==> src/vco_cal_pkg.sv <==
/*
  Constants shared by the oscillator calibration and lock control block.
  Assumes a single 100 MHz clock domain and registers reached by per-register strobes.
*/
package vco_cal_pkg;
  localparam int KDIV_FRAC_W = 24;
  localparam int REG_W = 8;
  localparam int FRAC_APPEND_BIT = 5;
  localparam int VCO_CAL_BIT = 0;
  localparam int AUTO_SQUELCH_BIT = 5;
  localparam logic [7:0] FRAC_CTRL_RST = 8'h00;
  localparam logic [7:0] OUT_CTRL_RST = 8'h00;
  localparam logic [7:0] VCO_CTRL_RST = 8'h01;
  localparam int SYNC_W = 2;
  typedef enum logic [3:0] {
    ST_KICK = 4'b0001,
    ST_CAL = 4'b0010,
    ST_LOCK = 4'b0100,
    ST_RUN = 4'b1000
  } cal_state_t;
endpackage

==> src/vco_cal_lock_dither_ctrl.sv <==
/*
  Oscillator calibration sequencer, lock indicator, auto-squelch and fractional
  divider append control. Assumes the analog calibrator and lock detector sit
  outside and report by level pins; registers are written by per-register strobes.
*/
`timescale 1ns/1ns
`default_nettype none
module vco_cal_lock_dither_ctrl
  import vco_cal_pkg::*;
#(
  parameter int FRAC_W = vco_cal_pkg::KDIV_FRAC_W
) (
  input wire logic i_clk,
  input wire logic i_sys_rst,
  input wire logic i_ce,
  input wire logic i_frac_ctrl_we,
  input wire logic [vco_cal_pkg::REG_W-1:0] i_frac_ctrl_wdata,
  output logic [vco_cal_pkg::REG_W-1:0] o_frac_ctrl_rdata,
  input wire logic i_vco_ctrl_we,
  input wire logic [vco_cal_pkg::REG_W-1:0] i_vco_ctrl_wdata,
  output logic [vco_cal_pkg::REG_W-1:0] o_vco_ctrl_rdata,
  input wire logic i_out_ctrl_we,
  input wire logic [vco_cal_pkg::REG_W-1:0] i_out_ctrl_wdata,
  output logic [vco_cal_pkg::REG_W-1:0] o_out_ctrl_rdata,
  input wire logic [FRAC_W-1:0] i_kdiv_frac,
  output logic [FRAC_W:0] o_kdiv_frac_eff,
  input wire logic i_cal_done,
  input wire logic i_pll_locked,
  output logic o_cal_start,
  output logic o_cal_to_default,
  output logic o_lock_indicator_n_o,
  output logic o_lock_indicator_n_oe_n,
  output logic o_out_squelch
);
  import vco_cal_pkg::*;

  typedef struct packed {
    cal_state_t fsm;
    logic to_default;
    logic [REG_W-1:0] frac_ctrl;
    logic [REG_W-1:0] out_ctrl;
    logic ld_low;
    logic squelch;
    logic cal_start;
    logic [FRAC_W:0] kdiv_eff;
  } ctrl_state_t;

  ctrl_state_t st_r;
  ctrl_state_t st_nxt;
  logic [SYNC_W-1:0] pins_s;
  logic cal_done_s;
  logic locked_s;
  logic trig_wr;

  // Analog status pins come from outside this clock domain
  pin_sync #(
    .WIDTH(SYNC_W)
  ) u_pin_sync (
    .i_clk(i_clk),
    .i_sys_rst(i_sys_rst),
    .i_ce(i_ce),
    .i_async({i_pll_locked, i_cal_done}),
    .o_sync(pins_s)
  );
  assign cal_done_s = pins_s[0];
  assign locked_s = pins_s[1];

  // Only a one starts a run; a zero is ignored so a run in flight completes
  assign trig_wr = i_vco_ctrl_we && i_vco_ctrl_wdata[VCO_CAL_BIT];

  always_comb begin
    st_nxt = st_r;
    if (i_ce) begin
      st_nxt.cal_start = 1'b0;
      // Reserved bits are stored as written so read-modify-write keeps them
      if (i_frac_ctrl_we) begin
        st_nxt.frac_ctrl = i_frac_ctrl_wdata;
      end
      if (i_out_ctrl_we) begin
        st_nxt.out_ctrl = i_out_ctrl_wdata;
      end
      unique case (st_r.fsm)
        ST_KICK: begin
          st_nxt.cal_start = 1'b1;
          st_nxt.fsm = ST_CAL;
        end
        ST_CAL: begin
          if (cal_done_s) begin
            st_nxt.fsm = ST_LOCK;
          end
        end
        ST_LOCK: begin
          // Trigger bit clears only once calibrated and locked
          if (locked_s) begin
            st_nxt.fsm = ST_RUN;
            st_nxt.to_default = 1'b0;
          end
        end
        ST_RUN: begin
          // No automatic recalibration on lock loss or retuning: small moves stay in lock
          st_nxt.fsm = ST_RUN;
        end
        default: begin
          st_nxt.fsm = ST_KICK;
        end
      endcase
      if (trig_wr) begin
        st_nxt.fsm = ST_KICK;
      end
      // Indicator follows the next state so a trigger write drops it at once
      st_nxt.ld_low = (st_nxt.fsm != ST_RUN) || !locked_s;
      st_nxt.squelch = st_nxt.out_ctrl[AUTO_SQUELCH_BIT] && st_nxt.ld_low;
      // Appended bit adds one part in 2**(FRAC_W+1) when set, nothing when clear
      st_nxt.kdiv_eff = {i_kdiv_frac, st_nxt.frac_ctrl[FRAC_APPEND_BIT]};
    end
  end

  always_ff @(posedge i_clk) begin
    if (i_sys_rst) begin
      st_r.fsm <= ST_KICK;
      st_r.to_default <= 1'b1;
      st_r.frac_ctrl <= FRAC_CTRL_RST;
      st_r.out_ctrl <= OUT_CTRL_RST;
      st_r.ld_low <= 1'b1;
      st_r.squelch <= 1'b0;
      st_r.cal_start <= 1'b0;
      st_r.kdiv_eff <= '0;
    end else begin
      st_r <= st_nxt;
    end
  end

  assign o_frac_ctrl_rdata = st_r.frac_ctrl;
  assign o_out_ctrl_rdata = st_r.out_ctrl;
  assign o_vco_ctrl_rdata = (st_r.fsm != ST_RUN) ? VCO_CTRL_RST : '0;
  assign o_kdiv_frac_eff = st_r.kdiv_eff;
  assign o_cal_start = st_r.cal_start;
  assign o_cal_to_default = st_r.to_default;
  // Open-drain: only ever pulls low, enable is active low
  assign o_lock_indicator_n_o = 1'b0;
  assign o_lock_indicator_n_oe_n = !st_r.ld_low;
  assign o_out_squelch = st_r.squelch;
endmodule // vco_cal_lock_dither_ctrl
`default_nettype wire

==> src/pin_sync.sv <==
/*
  Two-stage synchroniser for a group of independent level inputs.
  Assumes each bit is a slow level; no bus coherence is implied between bits.
*/
`timescale 1ns/1ns
`default_nettype none
module pin_sync #(
  parameter int WIDTH = 2
) (
  input wire logic i_clk,
  input wire logic i_sys_rst,
  input wire logic i_ce,
  input wire logic [WIDTH-1:0] i_async,
  output logic [WIDTH-1:0] o_sync
);
  typedef struct packed {
    logic [WIDTH-1:0] meta;
    logic [WIDTH-1:0] sync;
  } sync_state_t;

  sync_state_t st_r;
  sync_state_t st_nxt;

  always_comb begin
    st_nxt = st_r;
    if (i_ce) begin
      st_nxt.meta = i_async;
      st_nxt.sync = st_r.meta;
    end
  end

  always_ff @(posedge i_clk) begin
    if (i_sys_rst) begin
      st_r <= '0;
    end else begin
      st_r <= st_nxt;
    end
  end

  assign o_sync = st_r.sync;
endmodule // pin_sync
`default_nettype wire

==> config.mk <==
export PLATFORM = sky130hd
export DESIGN_NAME = vco_cal_lock_dither_ctrl
export DESIGN_NICKNAME = d
export VERILOG_FILES = /design/src/vco_cal_pkg.sv /design/src/vco_cal_lock_dither_ctrl.sv /design/src/pin_sync.sv
export SDC_FILE = /design/constraint.sdc
export NUM_CORES = 1
export LEC_CHECK = 0
export ABC_CLOCK_PERIOD_IN_PS = 1700
export BUFFER_PORTS_ARGS = -buffer_cell sky130_fd_sc_hd__buf_2
export CORE_UTILIZATION = 47
export DETAILED_ROUTE_END_ITERATION = 10
export MAX_ROUTING_LAYER = met4
export PLACE_DENSITY = 0.77
export SLEW_MARGIN = 20
export SYNTH_ARGS = -nofsm -noshare
export SYNTH_HDL_FRONTEND = slang
export SYNTH_SLANG_ARGS = --single-unit
==> constraint.sdc <==
create_clock -name i_clk -period 1.7 [get_ports i_clk]
set_clock_uncertainty 0.05 [all_clocks]
set_input_delay 0.425 -clock i_clk [delete_from_list [all_inputs] [get_ports i_clk]]
set_output_delay 0.425 -clock i_clk [all_outputs]
set_load 0.05 [all_outputs]
==> results of run 1 <==
==> metal layers <==
| metal | vias up | track usage [%] |
|---|---|---|
| met5 | - | - |
| met4 | 0 | 5.34 |
| met3 | 4 | 5.08 |
| met2 | 57 | 29.8 |
| met1 | 799 | 18.4 |
| li1 | 935 | - |
==> synth_stat cells (all sizes together) <==
| library cell | instances |
|---|---|
| nor2b | 1 |
| dfxtp | 52 |
| nor2 | 32 |
| o21ai | 2 |
| mux2 | 1 |
| nand4 | 1 |
| o41ai | 1 |
| o211a | 1 |
| nor3 | 2 |
| conb | 1 |
| or3 | 1 |
| clkbuf | 5 |
| nand2 | 22 |
| a31oi | 1 |
| a21oi | 19 |
| a22o | 1 |
| mux2i | 29 |
| or4b | 2 |
| buf | 61 |
| o22ai | 1 |
| o31a | 2 |
| xnor2 | 1 |
| nor4b | 1 |
| a21o | 1 |
| o311ai | 1 |
| a32o | 3 |
| nand3 | 18 |
| xor2 | 1 |
| inv | 3 |
==> cell type report <==
class                      count  area [um^2]  share of cell area [%]
timing repair buffer         101          542                    20.0
sequential                    52         1050                    38.6
tap                           67         83.8                    3.09
clock inverter                 2         35.0                    1.29
inverter                       3         11.3                   0.415
multi-input combinational    153          923                    34.0
clock buffer                   6         72.6                    2.67
==> per-stage QoR <==
stage	power [W]	hold slack, ns
floorplan	0.00184	0.387
global placement	0.00188	0.388
detailed placement	0.00189	0.396
CTS	0.00272	0.292
global route	0.00281	0.299
finish	0.00268	0.304
==> worst max-delay path: stages, from the launching register on <==
cell	delay, ns
dfxtp_4	0.39
nor3_2	0.20
nand2_1	0.09
buf_6	0.17
==> registers in the layout, indices dropped and copies added (netlist names) <==
| register | count |
|---|---|
| st_r | 5 |
| u_pin_sync.st_r | 2 |
| o_out_squelch | 1 |
| o_cal_start | 1 |
| o_out_ctrl_rdata | 8 |
| u_pin_sync.o_sync | 2 |
| o_kdiv_frac_eff | 25 |
| o_cal_to_default | 1 |
| o_frac_ctrl_rdata | 7 |
==> power groups by stage <==
| stage | logic, W | clock network [W] | registers [W] |
|---|---|---|---|
| after floorplan | 0.000487 | 0 | 0.00135 |
| after global placement | 0.000536 | 0 | 0.00135 |
| after detailed placement | 0.000544 | 0 | 0.00135 |
| after CTS | 0.000545 | 0.000850 | 0.00132 |
| after global routing | 0.000580 | 0.000894 | 0.00133 |
| final | 0.000540 | 0.000815 | 0.00132 |
==> cells by family (layout without fill, tap and decap cells) <==
| logic type | after synthesis | in the layout | synth area share [%] |
|---|---|---|---|
| buf+inv | 69 | 112 | 19.5 |
| flops | 52 | 52 | 43.4 |
| compound gates | 33 | 33 | 8.96 |
| simple gates | 80 | 80 | 14.7 |
| mux | 30 | 30 | 12.6 |
| xor+xnor | 2 | 2 | 0.730 |
| other cells | 1 | 8 | 0.156 |
==> what timing repair did <==
action                     4_1_cts  5_1_grt
hold buffers                     0        0
setup endpoints to repair        1        1
gates cloned                     0        0
resized for setup                4        4
==> how the worst max path moves through the flow <==
| stage | to | cells past startpoint | slack, ns | startpoint |
|---|---|---|---|---|
| floorplan | o_out_squelch$_SDFFE_PP0P_ | 3 | 0.25 | i_out_ctrl_we |
| global placement | o_frac_ctrl_rdata[4]$_SDFFE_PP0P_ | 5 | 0.23 | i_ce |
| detailed placement | o_kdiv_frac_eff[10]$_SDFFE_PP0P_ | 4 | 0.22 | i_ce |
| CTS | o_vco_ctrl_rdata[0] | 3 | 0.01 | st_r[46]$_SDFFE_PP0P_ |
| global route | o_vco_ctrl_rdata[0] | 3 | 0.01 | st_r[46]$_SDFFE_PP0P_ |
| finish | o_vco_ctrl_rdata[0] | 3 | 0.07 | st_r[46]$_SDFFE_PP0P_ |
==> run summary, run 1 <==
Int Power: 0.00188 W
Die Wd: 73.5 um
Die height: 73.5 um
Util after Layout: 56.4%
Std cell rows: 25
Grt total ovfl: 0
Diode count: 0
RSZ-0062 raised after global routing: no
Synth top area cells: dfxtp_1 43%, buf_4 15%, mux2i_1 12%
Clock Power Share: 30.4%
Setup Slack @ Placement: 0.221 ns
Post-synthesis sequential area ratio: 43.4%
Met2 wire length: 2.17 mm
Synth warn: 0
Power per cell area: 987 nW/um^2
P&R area growth vs syn: 13.1%
Mapped cell area: 2400 um^2
Fin crit share: 95.6%
Ports: 110
Outcome: complete, no violations
Die footprint: 5400 um^2
Post-placement cell count: 376
FILL cells: 471
Met3 Wirelength: 234 um
# nets final: 372
CP startpoint kind: register
Area of all placed cells without fillers: 2720 um^2
Crit path capture type: primary output
Crit Reg-Reg Endpoint: st_r[45]$_SDFFE_PP1P_
1st-pass router iterations: 4
Tmin final: 1.63 ns
Cell area after placement: 2590 um^2
Critical path fanouts, max: 9
Clock Path Buffers: 2
Avg Inst Size Synth: 8.99 um^2
DRT iter0 DRCs: 66
Hold depth: 3
Top sig layer: met4
Post-synthesis register bit count: 52
Initial core utilization: 49.8%
Drt via density: 4.67
Initial antenna violation count: 0
Post-route DRC violation count: 0
CTS tree: done
Category of the most critical setup path: reg2out
Reg2reg setup slack: 0.26 ns
Worst slew margin: 66.1%
Reg power frac: 49.4%
Setup TNS: 0 ns
Worst r2r path cells: 3
Combinational power share: 20.2%
CTS Sinks: 52
Worst-Skew Late Latency: 0.30 ns
Max-slew violation count: 0
Final non-filler cell total: 384
Overall routing resource usage: 17.0%
Commonest cells after routing, fill and taps aside: 93 x buf_2, 49 x dfxtp_1, 32 x nor2_1
DPL Wire Length: 3.27 mm
Psw: 0.000794 W
Vias in the first global route: 1,604
Largest net degree at the start of global routing: 22
Core Box Area: 4820 um^2
Post-CTS Setup Bufs: 0
Clk slew on worst S/H paths: 0.09 ns
Post-synthesis cell count: 267
Slew @ Worst Pin: 0.501 ns
Routed Antenna Nets: 0
Max-capacitance violation count: 0
WL met1: 1.95 mm
Root Buffer Master: clkbuf_8
Leak Pwr: 1.36 nW
Top cell type's share of synthesized area: 43.4%
Layout cells sized above 1: 36.3%
WP data required: 1.22 ns
Post-Route WL: 4.39 mm
Worst min path class: in2reg
Final worst slack: 0.0745 ns
R2R Path Start: st_r[48]$_SDFFE_PP0P_
F_max: 615 MHz
Hold Path Sink: o_kdiv_frac_eff[9]$_SDFFE_PP0P_
Final hold vios: 0
Most common cell after layout, fill and taps aside: buf_2
Switching Fraction: 29.6%
First-pass GRT wire length: 6.83 mm
Hold path start: i_kdiv_frac[8]
Max VDD drop: 0.414 mV
Area leader, netlist: dfxtp_1
H-tree Lvls: 2
WL/cell: 11.4 um
GPL Wtd Cong: 0.856
# setup viols final: 0
# port buffers: 94
Worst path arrival time: 1.15 ns
Via Count: 1,795
CTS buffer count: 5
Distinct cells, synth: 33
No activity file was read; power rests on OpenSTA's default activity.
==> run 2, diff against run 1 <==
--- a/config.mk
+++ b/config.mk
@@ -5,12 +5,12 @@
 export SDC_FILE = /design/constraint.sdc
 export NUM_CORES = 1
 export LEC_CHECK = 0
-export ABC_CLOCK_PERIOD_IN_PS = 1700
+export ABC_CLOCK_PERIOD_IN_PS = 1300
 export BUFFER_PORTS_ARGS = -buffer_cell sky130_fd_sc_hd__buf_2
-export CORE_UTILIZATION = 47
+export CORE_UTILIZATION = 42
 export DETAILED_ROUTE_END_ITERATION = 10
 export MAX_ROUTING_LAYER = met4
-export PLACE_DENSITY = 0.77
+export PLACE_DENSITY = 0.73
 export SLEW_MARGIN = 20
 export SYNTH_ARGS = -nofsm -noshare
 export SYNTH_HDL_FRONTEND = slang
==> constraint.sdc (replaced) <==
create_clock -name i_clk -period 1.3 [get_ports i_clk]
set_clock_uncertainty 0.05 [all_clocks]
set_input_delay 0.325 -clock i_clk [delete_from_list [all_inputs] [get_ports i_clk]]
set_output_delay 0.325 -clock i_clk [all_outputs]
set_load 0.05 [all_outputs]
==> run summary, run 2 (same netlist as run 1, synthesis figures left out) <==
Grt total ovfl: 0
Area of all placed cells without fillers: 2950 um^2
Outcome: finished, violations left
Max-capacitance violation count: 0
F_max: 675 MHz
Post-route DRC violation count: 0
Worst min path class: in2reg
Diode count: 0
WL/cell: 11.6 um
Root Buffer Master: clkbuf_8
First-pass GRT wire length: 7.54 mm
Die Wd: 77.6 um
Die footprint: 6020 um^2
CP startpoint kind: register
Initial core utilization: 43.6%
Max-slew violation count: 0
Final worst slack: -0.181 ns
Die height: 77.6 um
Layout cells sized above 1: 42.0%
H-tree Lvls: 2
# nets final: 386
WP data required: 1.42 ns
Power per cell area: 1170 nW/um^2
Fin crit share: 114%
Crit path capture type: register
Worst-Skew Late Latency: 0.30 ns
Leak Pwr: 1.43 nW
Clk slew on worst S/H paths: 0.09 ns
Ports: 110
Std cell rows: 27
Critical path fanouts, max: 4
# setup viols final: 6
RSZ-0062 raised after global routing: yes
DRT iter0 DRCs: 81
Most common cell after layout, fill and taps aside: buf_2
Max VDD drop: 0.481 mV
Routed Antenna Nets: 0
Largest net degree at the start of global routing: 21
Tmin final: 1.48 ns
Drt via density: 4.70
CTS buffer count: 5
P&R area growth vs syn: 22.7%
Final hold vios: 0
Worst path arrival time: 1.61 ns
1st-pass router iterations: 5
Quantity of hold-fixing buffers added after cts: 0
Core Box Area: 5510 um^2
CTS tree: done
Largest register FFs: 25
GPL Wtd Cong: 0.831
CTS Sinks: 52
Failing checks: negative setup slack
Commonest cells after routing, fill and taps aside: 65 x buf_2, 48 x dfxtp_1, 30 x nor2_1
# port buffers: 94
Setup Slack @ Placement: -0.0505 ns
Clock Path Buffers: 2
Post-Route WL: 4.68 mm
Overall routing resource usage: 16.0%
Cell area after placement: 2680 um^2
Vias in the first global route: 1,737
DPL Wire Length: 3.38 mm
Category of the most critical setup path: reg2reg
Initial antenna violation count: 0
Via Count: 1,896
-- run 2: cell count changes in the layout (fill, tap and decap cells not counted), sizes merged --
cell	delta
buf	-10
clkinv	-1
clkbuf	+26
bufinv	-1
-- run 2: worst max-delay path: stages, from the launching register on --
cell and delay (ns):
dfxtp_4 0.37, buf_4 0.15, or4b_4 0.57, o311ai_1 0.11
a31oi_1 0.12
-- run 2: power breakdown --
group	internal, W	switching (W)	leakage [nW]	total [W]
clock	0.000435	0.000486	0.0455	0.000921
combinational	0.000274	0.000512	0.955	0.000786
sequential	0.00167	0.0000542	0.429	0.00173
total	0.00238	0.00105	1.43	0.00344
-- run 2: final cells by class --
type	instances	area, um^2
clock buffer	8	90.1
fill	507	2560
inverter	3	11.3
multi-input combinational	153	976
sequential	52	1050
tap	72	90.1
timing repair buffer	115	724
-- run 2: layer usage --
metal,wire (um),track usage (%),vias up
met5,0,-,-
met3,267,3.65,6
li1,-,-,963
met2,2340,28.1,70
met1,2020,17.8,857
met4,56,5.47,0
-- run 2: worst paths after layout --
path                                                  startpoint                               end  slack (ns)  depth (start not counted)
worst min-delay path                              i_kdiv_frac[4]   o_kdiv_frac_eff[5]$_SDFFE_PP0P_        0.21                          3
worst min register to register  o_out_ctrl_rdata[3]$_SDFFE_PP0P_  o_out_ctrl_rdata[3]$_SDFFE_PP0P_        0.41                          2
worst max register to register             st_r[45]$_SDFFE_PP1P_             st_r[45]$_SDFFE_PP1P_       -0.18                          4
worst max-delay path                       st_r[45]$_SDFFE_PP1P_             st_r[45]$_SDFFE_PP1P_       -0.18                          4
-- run 2: through the flow --
| stage | std cells | setup TNS [ns] | util, % | power [W] | hold slack (ns) |
|---|---|---|---|---|---|
| 5_1_grt | 403 | -1.11 | 53.5 | 0.00359 | 0.206 |
| 3_3_place_gp | 392 | -0.111 | 48.7 | 0.00249 | 0.389 |
| 2_1_floorplan | 274 | -0.0282 | - | 0.00240 | 0.387 |
| 6_report | 403 | -0.860 | 53.5 | 0.00344 | 0.207 |
| 3_5_place_dp | 392 | -0.196 | 48.7 | 0.00250 | 0.397 |
| 4_1_cts | 401 | -0.281 | 51.6 | 0.00345 | 0.196 |
-- run 2: timing repair --
item | in CTS | in global routing
buffers inserted | 1 | 2
setup endpoints to repair | 12 | 32
pin swaps | 2 | 5
resized for setup | 19 | 32
==> run 3, diff against run 2 <==
--- a/config.mk
+++ b/config.mk
@@ -5,10 +5,11 @@
 export SDC_FILE = /design/constraint.sdc
 export NUM_CORES = 1
 export LEC_CHECK = 0
-export ABC_CLOCK_PERIOD_IN_PS = 1300
+export ABC_CLOCK_PERIOD_IN_PS = 1200
 export BUFFER_PORTS_ARGS = -buffer_cell sky130_fd_sc_hd__buf_2
 export CORE_UTILIZATION = 42
 export DETAILED_ROUTE_END_ITERATION = 10
+export HOLD_SLACK_MARGIN = 0.12
 export MAX_ROUTING_LAYER = met4
 export PLACE_DENSITY = 0.73
 export SLEW_MARGIN = 20
==> constraint.sdc (replaced) <==
create_clock -name i_clk -period 1.2 [get_ports i_clk]
set_clock_uncertainty 0.05 [all_clocks]
set_input_delay 0.3 -clock i_clk [delete_from_list [all_inputs] [get_ports i_clk]]
set_output_delay 0.3 -clock i_clk [all_outputs]
set_load 0.05 [all_outputs]
==> run summary, run 3 (same netlist as run 1, synthesis figures left out) <==
Diode count: 0
Crit path capture type: primary output
Clock Path Buffers: 2
Layout cells sized above 1: 50.6%
Initial core utilization: 43.6%
Category of the most critical setup path: reg2out
Crit-path leading delay family: flip-flops
Final hold vios: 0
CTS tree: done
Outcome: finished, violations left
Initial antenna violation count: 0
Via Count: 1,920
CTS buffer count: 5
Post-Route WL: 5.02 mm
WP data required: 0.85 ns
Leak Pwr: 1.50 nW
Die height: 77.6 um
DRT iter0 DRCs: 34
Worst path arrival time: 1.09 ns
Die Wd: 77.6 um
CP startpoint kind: register
Reg2reg setup slack: -0.21 ns
Tmin final: 1.44 ns
Largest register FFs: 25
First-pass GRT wire length: 8.25 mm
Failing checks: negative setup slack
# setup viols final: 8
Slowest-stage cell, CP: dfxtp_4
Worst min path class: in2reg
CTS Sinks: 52
Pwr Total: 0.00385 W
F_max: 693 MHz
Die footprint: 6020 um^2
P&R area growth vs syn: 33.8%
# port buffers: 94
Cell area after placement: 2710 um^2
Final worst slack: -0.244 ns
Post-route DRC violation count: 0
Max-slew violation count: 0
FILL cells: 497
Setup Slack @ Placement: -0.193 ns
H-tree Lvls: 2
Clk slew on worst S/H paths: 0.09 ns
Max VDD drop: 0.506 mV
Fin crit share: 120%
RSZ-0062 raised after global routing: yes
Worst-Skew Late Latency: 0.29 ns
Quantity of hold-fixing buffers added after cts: 0
Grt total ovfl: 0
WL/cell: 12.4 um
Core Box Area: 5510 um^2
Drt via density: 4.73
Largest net degree at the start of global routing: 33
Worst path max stage delay: 0.38 ns
Setup TNS: -1.20 ns
Overall routing resource usage: 17.5%
Commonest cells after routing, fill and taps aside: 48 x buf_2, 43 x buf_6, 32 x dfxtp_2
Ports: 110
DPL Wire Length: 3.44 mm
1st-pass router iterations: 5
Vias in the first global route: 1,938
Power per cell area: 1200 nW/um^2
Std cell rows: 27
Crit-path cells: nor3_4 -> nand2_2 -> buf_6
Register area: 1080 um^2
Most common cell after layout, fill and taps aside: buf_2
GPL Wtd Cong: 0.778
Area of all placed cells without fillers: 3210 um^2
Area of the multi-input gates: 963 um^2
Critical path fanouts, max: 4
Crit path buffers/inverters: 1
Max-capacitance violation count: 0
Root Buffer Master: clkbuf_8
# nets final: 389
Routed Antenna Nets: 0
## run 3: worst paths after layout
| path | from | to | cells after the start |
|---|---|---|---|
| min reg2reg | o_frac_ctrl_rdata[2]$_SDFFE_PP0P_ | o_frac_ctrl_rdata[2]$_SDFFE_PP0P_ | 2 |
| min | i_kdiv_frac[12] | o_kdiv_frac_eff[13]$_SDFFE_PP0P_ | 3 |
| max | st_r[47]$_SDFFE_PP0P_ | o_vco_ctrl_rdata[0] | 3 |
| max reg2reg | st_r[47]$_SDFFE_PP0P_ | st_r[47]$_SDFFE_PP0P_ | 4 |
## run 3: where the power goes
part	leakage, nW	total [W]	internal, W	switching (W)
logic	1.01	0.000936	0.000375	0.000561
clock network	0.0455	0.00101	0.000472	0.000541
registers	0.438	0.00190	0.00183	0.0000740
## run 3: routing by layer
layer / track usage [%] / vias to the layer above / share of wire (%)
li1: - / 966 / -
met2: 32.5 / 68 / 51
met4: 6.79 / 0 / 1.8
met3: 2.94 / 9 / 4.6
met1: 18.3 / 877 / 42
met5: - / - / 0
## run 3: final cells by class
| cell class | count | area share, % |
|---|---|---|
| inverters | 3 | 0.351 |
| repair buffers | 118 | 30.3 |
| well taps | 72 | 2.80 |
| clock buffers | 8 | 2.80 |
| flip-flops and latches | 52 | 33.8 |
| multi-input cells | 153 | 30.0 |
## run 3: stage by stage
| step | utilization (%) | hold WS, ns | instances |
|---|---|---|---|
| after floorplan | - | 0.378 | 274 |
| after global placement | 49.2 | 0.389 | 394 |
| after detailed placement | 49.2 | 0.396 | 394 |
| after CTS | 56.0 | 0.170 | 405 |
| after global routing | 58.3 | 0.184 | 406 |
| final | 58.3 | 0.181 | 406 |
## run 3: repair_timing
action	4_1_cts	5_1_grt
setup endpoints to repair	54	48
resized for setup	85	49
buffers inserted	3	1
pin swaps	4	2
## run 3: worst register-to-register path, stage by stage, from the launching register on
cell and delay [ns]:
dfxtp_4 0.40, buf_12 0.12, or4b_4 0.50, o22ai_2 0.16
a22o_1 0.13
